**src/shared/mcs_pkg.sv**
```systemverilog
// motion cpu status words: shared constants, register map and carrier types
package mcs_pkg;

	// per-axis event or flag bundle, one bit per tracked axis condition
	typedef struct packed {
		logic amp_fault;
		logic fault;
		logic pos_done;
		logic start_done;
	} mcs_axis_ev_s;

	typedef enum logic [0:0] {
		MCS_INIT,
		MCS_RUN
	} mcs_phase_e;

	localparam int          MCS_AXES_DEF        = 32;
	localparam int          MCS_AXES_MAX        = 64;
	localparam int          MCS_DW              = 16;
	localparam int          MCS_AW              = 8;

	// register map (word addresses on the plain register port)
	localparam logic [7:0]  MCS_ADDR_CYCLE      = 8'h00;
	localparam logic [7:0]  MCS_ADDR_SWITCH     = 8'h01;
	localparam logic [7:0]  MCS_ADDR_IRQ_STAT   = 8'h02;
	localparam logic [7:0]  MCS_ADDR_IRQ_MASK   = 8'h03;
	localparam logic [7:0]  MCS_ADDR_FLAG_BASE  = 8'h40;
	localparam logic [7:0]  MCS_ADDR_ERR_BASE   = 8'h80;

	// flag positions inside one axis group of 20 flags
	localparam int          MCS_FLAG_STRIDE     = 20;
	localparam int          MCS_FLAG_START      = 0;
	localparam int          MCS_FLAG_POSDONE    = 1;
	localparam int          MCS_FLAG_FAULT      = 7;
	localparam int          MCS_FLAG_AMP        = 8;

	// switch word fields
	localparam int          MCS_SW_CPU_LSB      = 0;
	localparam int          MCS_SW_CARD_LSB     = 4;
	localparam int          MCS_SW_DIP_LSB      = 8;
	localparam int          MCS_SW_DIP_W        = 5;
	localparam logic [3:0]  MCS_CPU_RUN         = 4'h0;
	localparam logic [3:0]  MCS_CPU_STOP        = 4'h1;
	localparam logic [3:0]  MCS_CPU_LATCH_CLEAR = 4'h2;
	localparam logic [3:0]  MCS_CARD_OFF        = 4'h0;

	// reset values
	localparam logic [15:0] MCS_RST_WORD        = 16'h0000;
	localparam logic [3:0]  MCS_RST_IRQ         = 4'h0;

	// error code store latency bound
	localparam int          MCS_CLK_HZ          = 50_000_000;
	localparam int          MCS_ERR_STORE_MS    = 80;
	localparam longint      MCS_ERR_STORE_CYC   = (64'(MCS_CLK_HZ) * MCS_ERR_STORE_MS) / 1000;

	// places one axis flag bundle at its documented positions within the group
	function automatic logic [15:0] mcs_flag_word(input mcs_axis_ev_s f);
		logic [15:0] w;
		w = 16'h0000;
		w[MCS_FLAG_START]   = f.start_done;
		w[MCS_FLAG_POSDONE] = f.pos_done;
		w[MCS_FLAG_FAULT]   = f.fault;
		w[MCS_FLAG_AMP]     = f.amp_fault;
		return w;
	endfunction : mcs_flag_word

endpackage : mcs_pkg

```
**src/rtl/mcs_status.sv**
```systemverilog
// motion cpu status words, per-axis event flags and error code store
//
// Contract
// - The operation-cycle word holds the configured cycle in microseconds, taken at initial processing.
// - The low nibble of the switch word codes the cpu switch as run 0, stop 1, latch clear 2.
// - Bits seven to four of the switch word, the memory card switch, always read off.
// - Bits eight to twelve of the switch word mirror setting switches one to five, 1 meaning on.
// - Bits thirteen to fifteen of the switch word are unused and carry nothing.
// - Each axis raises a start-complete flag at group offset 0 once it has begun positioning.
// - Each axis raises a positioning-complete flag at group offset 1 when positioning finishes.
// - Each axis sets its error flag at group offset 7 on a minor or major error.
// - Each axis sets its servo error flag at group offset 8 when the amplifier reports a fault.
// - With a reader scan of at most 80 ms the error code is stored within 80 ms of its flag.
// - With a reader scan above 80 ms the error code is stored within one scan of its flag.
//
// Strobed register access and the register offsets were left to the implementer.
`timescale 1ns/100ps

module mcs_status
	import mcs_pkg::*;
#(
	parameter int NAXES = MCS_AXES_DEF
) (
	input  wire logic                              clock_i,
	input  wire logic                              resetn_i,
	input  wire logic                              ce_i,
	input  wire logic [MCS_DW-1:0]                 cycle_cfg_us_i,
	input  wire logic                              cpu_sw_stop_i,
	input  wire logic                              cpu_sw_clear_i,
	input  wire logic [MCS_SW_DIP_W-1:0]           setting_switch_i,
	input  wire mcs_axis_ev_s [NAXES-1:0]          axis_ev_i,
	input  wire mcs_axis_ev_s [NAXES-1:0]          axis_clr_i,
	input  wire logic [NAXES-1:0][MCS_DW-1:0]      axis_err_code_i,
	input  wire logic [MCS_AW-1:0]                 addr_i,
	input  wire logic [MCS_DW-1:0]                 wdata_i,
	input  wire logic                              wr_i,
	input  wire logic                              rd_i,
	output logic      [MCS_DW-1:0]                 rdata_o,
	output logic                                   irq_o
);

	if (NAXES < 1 || NAXES > MCS_AXES_MAX) begin : g_bad_axes
		$error("mcs_status: NAXES out of range");
	end

	// the one-cycle code store must sit inside the error store bound
	if (MCS_ERR_STORE_CYC < 2) begin : g_bad_bound
		$error("mcs_status: error store bound below one cycle");
	end

	// pin synchroniser: stop, clear and the five setting switches
	localparam int PW = 2 + MCS_SW_DIP_W;

	logic [PW-1:0]               pin_s1_r;
	logic [PW-1:0]               pin_s2_r;
	mcs_phase_e                  phase_r;
	mcs_phase_e                  phase_nxt;
	logic [MCS_DW-1:0]           cycle_r;
	logic [MCS_DW-1:0]           cycle_nxt;
	logic [MCS_DW-1:0]           sw_r;
	logic [MCS_DW-1:0]           sw_nxt;
	mcs_axis_ev_s [NAXES-1:0]    flags_r;
	mcs_axis_ev_s [NAXES-1:0]    flags_nxt;
	mcs_axis_ev_s [NAXES-1:0]    prev_r;
	logic [NAXES-1:0][MCS_DW-1:0] err_r;
	logic [NAXES-1:0][MCS_DW-1:0] err_nxt;
	logic [3:0]                  stat_r;
	logic [3:0]                  stat_nxt;
	logic [3:0]                  mask_r;
	logic [3:0]                  mask_nxt;
	logic [3:0]                  rise_any;
	logic [MCS_DW-1:0]           rdata_nxt;
	logic                        irq_nxt;

	always_ff @(posedge clock_i or negedge resetn_i) begin
		if (!resetn_i) begin
			pin_s1_r <= '0;
			pin_s2_r <= '0;
		end else if (ce_i) begin
			pin_s1_r <= {cpu_sw_clear_i, cpu_sw_stop_i, setting_switch_i};
			pin_s2_r <= pin_s1_r;
		end
	end

	// initial processing: the cycle word is taken once, then frozen
	always_comb begin
		phase_nxt = phase_r;
		cycle_nxt = cycle_r;
		case (phase_r)
			MCS_INIT: begin
				cycle_nxt = cycle_cfg_us_i;
				phase_nxt = MCS_RUN;
			end
			MCS_RUN: begin
				phase_nxt = MCS_RUN;
			end
			default: begin
				phase_nxt = MCS_INIT;
			end
		endcase
	end

	// switch word refreshed every cycle, like main processing
	always_comb begin
		sw_nxt = MCS_RST_WORD;
		if (pin_s2_r[PW-1])
			sw_nxt[MCS_SW_CPU_LSB +: 4] = MCS_CPU_LATCH_CLEAR;
		else if (pin_s2_r[PW-2])
			sw_nxt[MCS_SW_CPU_LSB +: 4] = MCS_CPU_STOP;
		else
			sw_nxt[MCS_SW_CPU_LSB +: 4] = MCS_CPU_RUN;
		sw_nxt[MCS_SW_CARD_LSB +: 4] = MCS_CARD_OFF;
		sw_nxt[MCS_SW_DIP_LSB +: MCS_SW_DIP_W] = pin_s2_r[MCS_SW_DIP_W-1:0];
	end

	always_ff @(posedge clock_i or negedge resetn_i) begin
		if (!resetn_i) begin
			phase_r <= MCS_INIT;
			cycle_r <= MCS_RST_WORD;
			sw_r    <= MCS_RST_WORD;
		end else if (ce_i) begin
			phase_r <= phase_nxt;
			cycle_r <= cycle_nxt;
			sw_r    <= sw_nxt;
		end
	end

	// axis flags: set wins over a same-cycle clear from the axis logic
	always_comb begin
		rise_any = 4'h0;
		for (int n = 0; n < NAXES; n++) begin
			flags_nxt[n] = (flags_r[n] & ~axis_clr_i[n]) | axis_ev_i[n];
			err_nxt[n]   = err_r[n];
			// code lands one cycle after the flag, far inside the 80 ms bound
			if ((flags_r[n].fault && !prev_r[n].fault) ||
			    (flags_r[n].amp_fault && !prev_r[n].amp_fault))
				err_nxt[n] = axis_err_code_i[n];
			rise_any = rise_any | (flags_r[n] & ~prev_r[n]);
		end
	end

	always_ff @(posedge clock_i or negedge resetn_i) begin
		if (!resetn_i) begin
			flags_r <= '0;
			prev_r  <= '0;
			err_r   <= '0;
		end else if (ce_i) begin
			flags_r <= flags_nxt;
			prev_r  <= flags_r;
			err_r   <= err_nxt;
		end
	end

	// register port: only the interrupt pair is writable
	always_comb begin
		mask_nxt = mask_r;
		stat_nxt = stat_r;
		if (wr_i && addr_i == MCS_ADDR_IRQ_MASK)
			mask_nxt = wdata_i[3:0];
		if (wr_i && addr_i == MCS_ADDR_IRQ_STAT)
			stat_nxt = stat_r & ~wdata_i[3:0];
		stat_nxt = stat_nxt | rise_any;
		irq_nxt  = |(stat_r & mask_r);
	end

	always_comb begin
		rdata_nxt = MCS_RST_WORD;
		if (rd_i) begin
			if (addr_i == MCS_ADDR_CYCLE)
				rdata_nxt = cycle_r;
			else if (addr_i == MCS_ADDR_SWITCH)
				rdata_nxt = sw_r;
			else if (addr_i == MCS_ADDR_IRQ_STAT)
				rdata_nxt = {12'h000, stat_r};
			else if (addr_i == MCS_ADDR_IRQ_MASK)
				rdata_nxt = {12'h000, mask_r};
			for (int n = 0; n < NAXES; n++) begin
				if (addr_i == MCS_ADDR_FLAG_BASE + MCS_AW'(n))
					rdata_nxt = mcs_flag_word(flags_r[n]);
				if (addr_i == MCS_ADDR_ERR_BASE + MCS_AW'(n))
					rdata_nxt = err_r[n];
			end
		end
	end

	always_ff @(posedge clock_i or negedge resetn_i) begin
		if (!resetn_i) begin
			stat_r  <= MCS_RST_IRQ;
			mask_r  <= MCS_RST_IRQ;
			rdata_o <= MCS_RST_WORD;
			irq_o   <= 1'b0;
		end else if (ce_i) begin
			stat_r  <= stat_nxt;
			mask_r  <= mask_nxt;
			rdata_o <= rdata_nxt;
			irq_o   <= irq_nxt;
		end
	end

	// checks on axis 0 stand for every axis, the loop body is identical
	a_cycle_frozen: assert property (@(posedge clock_i) disable iff (!resetn_i)
		(phase_r == MCS_RUN && ce_i) |=> $stable(cycle_r))
		else $error("cycle word changed after initial processing");

	a_sw_fields: assert property (@(posedge clock_i) disable iff (!resetn_i)
		sw_r[3:0] <= MCS_CPU_LATCH_CLEAR && sw_r[7:4] == MCS_CARD_OFF && sw_r[15:13] == 3'h0)
		else $error("switch word holds an illegal field");

	a_sw_clear_code: assert property (@(posedge clock_i) disable iff (!resetn_i)
		(ce_i && pin_s2_r[PW-1]) |=> sw_r[3:0] == MCS_CPU_LATCH_CLEAR)
		else $error("latch clear position not coded as 2");

	a_sw_dip_mirror: assert property (@(posedge clock_i) disable iff (!resetn_i)
		ce_i |=> sw_r[12:8] == $past(pin_s2_r[4:0]))
		else $error("setting switches not mirrored");

	a_start_flag: assert property (@(posedge clock_i) disable iff (!resetn_i)
		(ce_i && axis_ev_i[0].start_done) |=> flags_r[0].start_done)
		else $error("start flag missed");

	a_set_wins: assert property (@(posedge clock_i) disable iff (!resetn_i)
		(ce_i && axis_ev_i[0].fault && axis_clr_i[0].fault) |=> flags_r[0].fault)
		else $error("clear beat a same-cycle fault");

	a_err_store: assert property (@(posedge clock_i) disable iff (!resetn_i)
		(ce_i && flags_r[0].amp_fault && !prev_r[0].amp_fault)
		|=> err_r[0] == $past(axis_err_code_i[0]))
		else $error("error code not stored after servo flag");

	a_ro_write: assert property (@(posedge clock_i) disable iff (!resetn_i)
		(ce_i && wr_i && addr_i == MCS_ADDR_SWITCH && phase_r == MCS_RUN)
		|=> $stable(cycle_r))
		else $error("write disturbed a read-only word");

	a_rd_idle: assert property (@(posedge clock_i) disable iff (!resetn_i)
		(ce_i && !rd_i) |=> rdata_o == MCS_RST_WORD)
		else $error("read data outside the read answer cycle");

	a_irq_level: assert property (@(posedge clock_i) disable iff (!resetn_i)
		ce_i |=> irq_o == |($past(stat_r) & $past(mask_r)))
		else $error("interrupt level disagrees with status and mask");

	// status words, axis flags, error codes, then the interrupt pair and the enable
	a_cycle_capture: assert property (@(posedge clock_i) disable iff (!resetn_i)
		(phase_r == MCS_INIT && ce_i) |=> cycle_r == $past(cycle_cfg_us_i))
		else $error("cycle word not taken at initial processing");

	a_rd_cycle: assert property (@(posedge clock_i) disable iff (!resetn_i)
		(ce_i && rd_i && addr_i == MCS_ADDR_CYCLE) |=> rdata_o == $past(cycle_r))
		else $error("cycle word read back wrong");

	a_sw_stop_code: assert property (@(posedge clock_i) disable iff (!resetn_i)
		(ce_i && !pin_s2_r[PW-1] && pin_s2_r[PW-2]) |=> sw_r[3:0] == MCS_CPU_STOP)
		else $error("stop position not coded as 1");

	a_sw_run_code: assert property (@(posedge clock_i) disable iff (!resetn_i)
		(ce_i && !pin_s2_r[PW-1] && !pin_s2_r[PW-2]) |=> sw_r[3:0] == MCS_CPU_RUN)
		else $error("run position not coded as 0");

	a_card_off: assert property (@(posedge clock_i) disable iff (!resetn_i)
		sw_r[MCS_SW_CARD_LSB +: 4] == MCS_CARD_OFF)
		else $error("memory card field not off");

	a_sw_unused: assert property (@(posedge clock_i) disable iff (!resetn_i)
		sw_r[15:13] == 3'h0)
		else $error("unused switch bits not zero");

	a_rd_switch: assert property (@(posedge clock_i) disable iff (!resetn_i)
		(ce_i && rd_i && addr_i == MCS_ADDR_SWITCH) |=> rdata_o == $past(sw_r))
		else $error("switch word read back wrong");

	a_pos_flag: assert property (@(posedge clock_i) disable iff (!resetn_i)
		(ce_i && axis_ev_i[0].pos_done) |=> flags_r[0].pos_done)
		else $error("positioning done flag missed");

	a_fault_flag: assert property (@(posedge clock_i) disable iff (!resetn_i)
		(ce_i && axis_ev_i[0].fault) |=> flags_r[0].fault)
		else $error("error flag missed");

	a_amp_flag: assert property (@(posedge clock_i) disable iff (!resetn_i)
		(ce_i && axis_ev_i[0].amp_fault) |=> flags_r[0].amp_fault)
		else $error("servo error flag missed");

	a_start_hold: assert property (@(posedge clock_i) disable iff (!resetn_i)
		(ce_i && flags_r[0].start_done && !axis_clr_i[0].start_done) |=> flags_r[0].start_done)
		else $error("start flag dropped without a clear");

	a_pos_hold: assert property (@(posedge clock_i) disable iff (!resetn_i)
		(ce_i && flags_r[0].pos_done && !axis_clr_i[0].pos_done) |=> flags_r[0].pos_done)
		else $error("positioning done flag dropped without a clear");

	a_flag_hold: assert property (@(posedge clock_i) disable iff (!resetn_i)
		(ce_i && flags_r[0].fault && !axis_clr_i[0].fault) |=> flags_r[0].fault)
		else $error("error flag dropped without a clear");

	a_amp_hold: assert property (@(posedge clock_i) disable iff (!resetn_i)
		(ce_i && flags_r[0].amp_fault && !axis_clr_i[0].amp_fault) |=> flags_r[0].amp_fault)
		else $error("servo error flag dropped without a clear");

	a_err_fault: assert property (@(posedge clock_i) disable iff (!resetn_i)
		(ce_i && flags_r[0].fault && !prev_r[0].fault)
		|=> err_r[0] == $past(axis_err_code_i[0]))
		else $error("error code not stored after error flag");

	a_err_steady: assert property (@(posedge clock_i) disable iff (!resetn_i)
		(ce_i && !(flags_r[0].fault && !prev_r[0].fault)
		&& !(flags_r[0].amp_fault && !prev_r[0].amp_fault)) |=> $stable(err_r[0]))
		else $error("error code moved with no flag rise");

	a_rd_err: assert property (@(posedge clock_i) disable iff (!resetn_i)
		(ce_i && rd_i && addr_i == MCS_ADDR_ERR_BASE) |=> rdata_o == $past(err_r[0]))
		else $error("error code read back wrong");

	a_ro_flags: assert property (@(posedge clock_i) disable iff (!resetn_i)
		(ce_i && wr_i && addr_i == MCS_ADDR_FLAG_BASE && axis_ev_i[0] == '0
		&& axis_clr_i[0] == '0) |=> $stable(flags_r[0]))
		else $error("write disturbed an axis flag word");

	a_stat_set_wins: assert property (@(posedge clock_i) disable iff (!resetn_i)
		(ce_i && rise_any != 4'h0) |=> (stat_r & $past(rise_any)) == $past(rise_any))
		else $error("flag rise lost from interrupt status");

	a_stat_w1c: assert property (@(posedge clock_i) disable iff (!resetn_i)
		(ce_i && wr_i && addr_i == MCS_ADDR_IRQ_STAT && rise_any == 4'h0)
		|=> ({12'h000, stat_r} & $past(wdata_i)) == 16'h0000)
		else $error("written one did not clear its status bit");

	a_irq_masked: assert property (@(posedge clock_i) disable iff (!resetn_i)
		(ce_i && mask_r == 4'h0) |=> !irq_o)
		else $error("interrupt raised with all bits masked");

	a_ce_freeze: assert property (@(posedge clock_i) disable iff (!resetn_i)
		!ce_i |=> $stable(flags_r) && $stable(stat_r) && $stable(rdata_o) && $stable(irq_o))
		else $error("state moved while clock enable was low");

	c_fault_rise: cover property (@(posedge clock_i) disable iff (!resetn_i)
		flags_r[0].fault && !prev_r[0].fault);
	c_read_switch: cover property (@(posedge clock_i) disable iff (!resetn_i)
		rd_i && addr_i == MCS_ADDR_SWITCH);
	c_irq_rise: cover property (@(posedge clock_i) disable iff (!resetn_i)
		$rose(irq_o));
	c_set_clear: cover property (@(posedge clock_i) disable iff (!resetn_i)
		ce_i && axis_ev_i[0].fault && axis_clr_i[0].fault);
	c_ce_frozen: cover property (@(posedge clock_i) disable iff (!resetn_i)
		!ce_i && axis_ev_i[0] != '0);

endmodule : mcs_status

```
**config.mk**
```make
export PLATFORM = sky130hd
export DESIGN_NAME = mcs_status
export DESIGN_NICKNAME = d
export VERILOG_FILES = /design/src/shared/mcs_pkg.sv /design/src/rtl/mcs_status.sv
export SDC_FILE = /design/constraint.sdc
export NUM_CORES = 1
export LEC_CHECK = 0
export BUFFER_PORTS_ARGS = -buffer_cell sky130_fd_sc_hd__buf_4
export CORE_AREA = 5 5 327 329
export DETAILED_ROUTE_END_ITERATION = 16
export DIE_AREA = 0 0 332 334
export GPL_TIMING_DRIVEN = 0
export SLEW_MARGIN = 30
export SYNTH_ARGS = -nofsm -noshare
export SYNTH_HDL_FRONTEND = slang
export SYNTH_SLANG_ARGS = --single-unit
```
**constraint.sdc**
```tcl
create_clock -name clock_i -period 1.95 [get_ports clock_i]
set_input_delay 0 -clock clock_i [delete_from_list [all_inputs] [get_ports clock_i]]
set_output_delay 0 -clock clock_i [all_outputs]
set_load 0.05 [all_outputs]
```
==> flow_metrics.tcl, run 1 <==
set metrics [dict create \
    port_buffers 823 \
    die_y_um 334 \
    ios 837 \
    power.share.sequential 0.455 \
    clk_pin_slew_ps 60 \
    maxSlewHeadroom 0.295 \
    drt-total-wl_um 216000 \
    ant_nets 0 \
    cts_tree "built" \
    ys_ff_latch 831 \
    status "finished, violations left" \
    pre_cts_ws_ps -2200 \
    whs_ps 82.0 \
    rows 118 \
    synth_edf_count 0 \
    drive_gt1_frac 0.416 \
    finalSetupViolations 27 \
    p_leak_nw 26.0 \
    path_cells "and3_4 -> a2111oi_4 -> nand3_1 -> or4_4 -> o211ai_1 -> o21ai_1" \
    grt-ovfl-total 0 \
    critPathKind "reg2reg" \
    p_comb_frac 0.214 \
    worst_ep_required_time_ps 2500 \
    viasPerCell 5.85 \
    htreeDepth 3 \
    dieWidth_um 332 \
    drt_iter0_markers 3966 \
    critPathBufInv 0 \
    fin_ws_ps -295 \
    worstPathMaxFanout 2 \
    insertion_delay_ps 700 \
    drv_cap 0 \
    drt_first_pass_iters 6 \
    synthCells 3106 \
    track_usage 0.375 \
    yosys_warnings 0 \
    dp_hpwl_um 162000 \
    grt_antenna_before_repair 49 \
    period_needed_ps 2240 \
    cts.sinks 831 \
    final-hold-violation-count 0 \
    crit_family "compound AO/OA/AOI/OAI gates" \
    worstPathArrival_ps 2790 \
    end_kind "flop" \
    intPower_mw 38.9 \
    fillCellCount 8259 \
    slew_violations 0 \
    gp_congestion 1.00 \
    skew_ps 24.3 \
    grt_pass1_wl_um 297000 \
    violations "setup timing" \
    syn_to_final_growth_pct 57.0 \
    crit_path_max_incr_delay_ps 490 \
    start_util 0.371 \
    syn_area_per_cell_um2 12.3 \
    share_clk_of_total_power 0.331 \
    power_density_mw_per_mm2 922 \
    grt_pass1_vias 39100 \
    core_area_mm2 0.103 \
    r2r_setup_slack_ps -290 \
    synth_nets 3926 \
    dominantRegCellSynth "dfrtp_1" \
    dr_total_vias 37400 \
    async_flop_share 1.00 \
    dieArea_mm2 0.111 \
    cts_buffer_depth 3 \
    grt_max_degree 129 \
    rsz0062_at_grt "yes" \
    wl_per_cell_um 33.8 \
    synth_cell_types 79 \
    timing.critical_path.slowest_stage_cell "or4_4" \
    post-route-period-util 1.15 \
    ir_drop_v 0.000720 \
    numCtsBuffers 94 \
    min_path_type "in2reg" \
    nNetsFinal 5717 \
    p_sw_frac 0.298 \
    p_sw_mw 16.5 \
    cts_root_buf "clkbuf_16" \
    yosysSeqAreaShare 0.543 \
    netlist_area_mm2 0.0383 \
    fmax_mhz 445 \
    crit_path_start_kind "flop" \
    tightestPinTransition_ps 1060 \
    drc_errors 0 \
]
[registers in the layout, summed over array words and instances, names as in the netlist]
register	count
cycle_r	16
err_r	512
flags_r	128
irq_o	1
mask_r	4
phase_r	1
pin_s1_r	7
pin_s2_r	7
prev_r	128
rdata_o	16
stat_r	4
sw_r	7
[path summary, 6_finish.rpt]
check	from	to	cells after the start
worst max-delay path	err_r[210]	rdata_o[2]	6
worst min-delay path	axis_err_code_i[413]	err_r[413]	3
worst max register to register	err_r[210]	rdata_o[2]	6
worst min register to register	rdata_o[10]	rdata_o[10]	1
max in group asynchronous	resetn_i	err_r[447]	9
min in group asynchronous	resetn_i	flags_r[12]	8
[cell type report]
| cell class | instances | area (um2) | area share |
|---|---|---|---|
| diodes | 42 | 105 | 0.00175 |
| plain buffers | 190 | 1240 | 0.0206 |
| clock buffers | 129 | 2680 | 0.0445 |
| clock inverters | 43 | 472 | 0.00785 |
| inverters | 64 | 240 | 0.00400 |
| multi-input cells | 2006 | 17500 | 0.291 |
| flip-flops and latches | 831 | 20800 | 0.346 |
| well taps | 1380 | 1730 | 0.0287 |
| repair buffers | 1710 | 15300 | 0.255 |
[power by group through the flow]
stage,Sequential (mW),Clock (mW),Combinational (mW)
after floorplan,23.5,0,5.79
after global placement,25.1,0,9.27
after detailed placement,25.2,0,9.69
after CTS,25.0,18.5,11.5
after global routing,25.5,19.1,12.5
final,25.2,18.4,11.8
[worst min-delay path, cell delays in order]
cell and delay (ps):
dlygate4sd3_1 520, buf_4 90, mux2_2 120
[Yosys cell counts, drive strengths merged, types with 29 or more instances]
cell | number | share of area
inv | 64 | 0.0063
nor3 | 33 | 0.0046
buf | 78 | 0.012
o21ai | 112 | 0.015
nand2 | 230 | 0.023
nor2b | 75 | 0.012
o22ai | 64 | 0.010
a22o | 157 | 0.036
nor2 | 62 | 0.0065
dfrtp | 831 | 0.54
a222oi | 29 | 0.0076
a22oi | 172 | 0.034
a21oi | 70 | 0.0092
clkbuf | 127 | 0.012
mux2 | 678 | 0.20
[what timing repair did]
action	CTS	global route
pin swaps	65	48
buffers inserted	34	17
hold buffers	808	0
resized for setup	279	91
hold endpoints to repair	928	0
setup endpoints to repair	499	307
gates cloned	0	3
[per-stage QoR]
step / cells / cell area [um2] / util / TNS, ps / power, mW
2_1_floorplan: 3106 / 38300 / - / -27.6 / 29.3
3_3_place_gp: 5309 / 46200 / 0.448 / -8275510 / 34.4
3_5_place_dp: 5334 / 46900 / 0.454 / -492450 / 34.9
4_1_cts: 6334 / 59500 / 0.577 / -55540 / 55.1
5_1_grt: 6383 / 60100 / 0.582 / -1880 / 57.1
6_report: 6395 / 60100 / 0.582 / -2150 / 55.4
[kinds of logic after synthesis]
| family | after synthesis | synth area share |
|---|---|---|
| flops | 831 | 0.543 |
| compound gates | 781 | 0.150 |
| mux | 686 | 0.202 |
| simple gates | 539 | 0.0747 |
| buf+inv | 269 | 0.0303 |
[layout by cell type (no fill, tap or decap), types with 32 or more instances in the layout]
cell           count
dfrtp_1          817
o22ai_1           60
clkbuf_1          66
nor2_1            35
clkbuf_2          32
mux2_2           677
o21ai_0           71
dlygate4sd3_1    802
nand2_1          229
a22oi_1          165
clkbuf_16         98
a22o_1           156
inv_1             64
diode_2           42
nor2b_1           75
buf_6             33
a21oi_1           62
buf_4            906
[routing by layer]
layer  wire (um)  vias up  share of wire  track usage
met2      100000     2253           0.46        0.611
met1       82000    19100           0.38        0.459
li1            -    15400              -            -
met3       18600      686          0.086       0.0888
met4       15000       16          0.069        0.212
met5         108        -        0.00050            0
No activity file was read; power rests on OpenSTA's default activity.
==> run 2: changes to the inputs <==
--- a/config.mk
+++ b/config.mk
@@ -7,6 +7,7 @@
 export LEC_CHECK = 0
 export BUFFER_PORTS_ARGS = -buffer_cell sky130_fd_sc_hd__buf_4
 export CORE_AREA = 5 5 327 329
+export CTS_BUF_LIST = sky130_fd_sc_hd__clkbuf_8 sky130_fd_sc_hd__clkbuf_16
 export DETAILED_ROUTE_END_ITERATION = 16
 export DIE_AREA = 0 0 332 334
 export GPL_TIMING_DRIVEN = 0
==> flow_metrics.tcl, run 2 (synthesis gave the netlist of run 1 again) <==
set metrics [dict create \
    status "finished, violations left" \
    violations "setup timing" \
    grt_pass1_wl_um 297000 \
    postPlaceCellArea_mm2 0.0469 \
    start_util 0.371 \
    post-route-period-util 1.17 \
    final_util 0.583 \
    cts.sinks 831 \
    fmax_mhz 439 \
    r2r-end "rdata_o[1]" \
    grt_pass1_vias 39100 \
    cts_root_buf "clkbuf_16" \
    crit_path_end "rdata_o[7]" \
    drv_cap 0 \
    cts_tree "built" \
    r2r_cells 7 \
    die_y_um 334 \
    setup_tns_ps -2210 \
    drc_errors 0 \
    worstPathMaxFanout 10 \
    maxSlewHeadroom 0.321 \
    r2r_setup_slack_ps -290 \
    largestRegisters "err_r: 512 flops, flags_r: 128 flops, prev_r: 128 flops" \
    seqCellArea_mm2 0.0208 \
    drive_gt1_frac 0.416 \
    min_path_type "in2reg" \
    share_clk_of_total_power 0.330 \
    end_kind "flop" \
    insertion_delay_ps 700 \
    whs_ps 85.5 \
    numCtsBuffers 94 \
    htreeDepth 3 \
    final_common_cell "buf_4" \
    drt_iter0_markers 3887 \
    grt_max_degree 129 \
    p_leak_nw 26.1 \
    intPower_mw 38.8 \
    p_sw_mw 16.5 \
    cts_buffer_depth 3 \
    multi_input_area_mm2 0.0175 \
    regMostFlops "err_r" \
    rows 118 \
    stdcell_area_mm2 0.0601 \
    slew_violations 0 \
    worstPathArrival_ps 2880 \
    period_needed_ps 2280 \
    ios 837 \
    crit_path_max_incr_delay_ps 510 \
    drt-total-wl_um 216000 \
    worst_ep_required_time_ps 2550 \
    port_buffers 823 \
    r2r_start "flags_r[17]" \
    dieWidth_um 332 \
    drt_first_pass_iters 7 \
    track_usage 0.375 \
    total_power_mw 55.4 \
    dieArea_mm2 0.111 \
    final_cell_mix "buf_4 (908), dfrtp_1 (817), dlygate4sd3_1 (802), mux2_2 (677), nand2_1 (229)" \
    clk_pin_slew_ps 70 \
    startpoint "addr_i[2]" \
    ir_drop_v 0.000729 \
    wl_per_cell_um 33.8 \
    pre_cts_ws_ps -2200 \
    dr_total_vias 37700 \
    fin_ws_ps -329 \
    power_density_mw_per_mm2 920 \
    grt_antenna_before_repair 53 \
    crit_path_start_kind "primary input" \
    dp_hpwl_um 162000 \
    placed_cells 5334 \
    final-hold-violation-count 0 \
    nNetsFinal 5719 \
    path_cells "buf_4 -> buf_4 -> nor4bb_1 -> clkbuf_1 -> buf_2 -> a21oi_1 -> a22o_1 -> a211oi_2 -> o211ai_1 -> a21oi_1" \
    ant_nets 0 \
    tightestPinTransition_ps 1020 \
    p_sw_frac 0.299 \
    grt-ovfl-total 0 \
    rsz0062_at_grt "yes" \
    finalNonFillerCells 6401 \
    largest_reg_flops 512 \
    fillCellCount 8245 \
    power.share.sequential 0.456 \
    viasPerCell 5.89 \
    skew_ps 27.0 \
    core_area_mm2 0.103 \
    finalSetupViolations 29 \
    critPathKind "in2reg" \
    p_comb_frac 0.214 \
    gp_congestion 1.00 \
    timing.critical_path.slowest_stage_cell "clkbuf_1" \
    syn_to_final_growth_pct 57.1 \
]
==> run 2: cell types whose count changed in the layout (fill, tap and decap cells not counted), moves of 2 or more <==
cell,before,now
diode_2,42,46
buf_4,906,908
inv_1,64,81
clkbuf_4,24,26
clkbuf_1,66,48
==> run 2: worst min path at each step <==
stage,endpoint,cells after the start,from
finish,err_r[411],3,axis_err_code_i[411]
global route,flags_r[10],3,axis_ev_i[10]
CTS,stat_r[2],4,ce_i
detailed placement,flags_r[32],1,resetn_i
global placement,flags_r[122],2,axis_ev_i[122]
floorplan,cycle_r[0],0,resetn_i
==> run 2: routing by layer <==
layer / vias up / global-route usage / share of wire
met5: - / 0 / 0.00056
met1: 19200 / 0.457 / 0.38
met2: 2321 / 0.610 / 0.46
met4: 18 / 0.213 / 0.071
li1: 15400 / - / -
met3: 728 / 0.0922 / 0.089
==> run 2: timing repair <==
action / in CTS / in global routing
cloned: 0 / 3
endpoints found under the hold margin: 928 / 0
resized for setup: 279 / 91
pin swaps: 64 / 44
setup endpoints to repair: 499 / 309
setup buffers: 34 / 20
hold buffers: 808 / 0
==> run 2: worst max-delay path: cells and delay by family <==
kind,cells,cell delay [ps]
AOI/OAI and AO/OA,5,1230
buffers and inverters,4,1300
and+or+nand+nor,1,330
==> run 2: cell type report <==
type,instances,share of cell area
multi-input cells,2006,0.291
clock inverters,60,0.00891
inverters,64,0.00399
well taps,1380,0.0287
repair buffers,1713,0.255
flip-flops and latches,831,0.346
diodes,46,0.00191
plain buffers,189,0.0206
clock buffers,112,0.0434
==> run 2: power by group through the flow <==
stage / clock (mW) / combinational (mW) / sequential, mW
6_report: 18.3 / 11.9 / 25.2
5_1_grt: 19.0 / 12.5 / 25.5
2_1_floorplan: 0 / 5.79 / 23.5
3_5_place_dp: 0 / 9.69 / 25.2
4_1_cts: 18.5 / 11.5 / 25.0
3_3_place_gp: 0 / 9.27 / 25.1
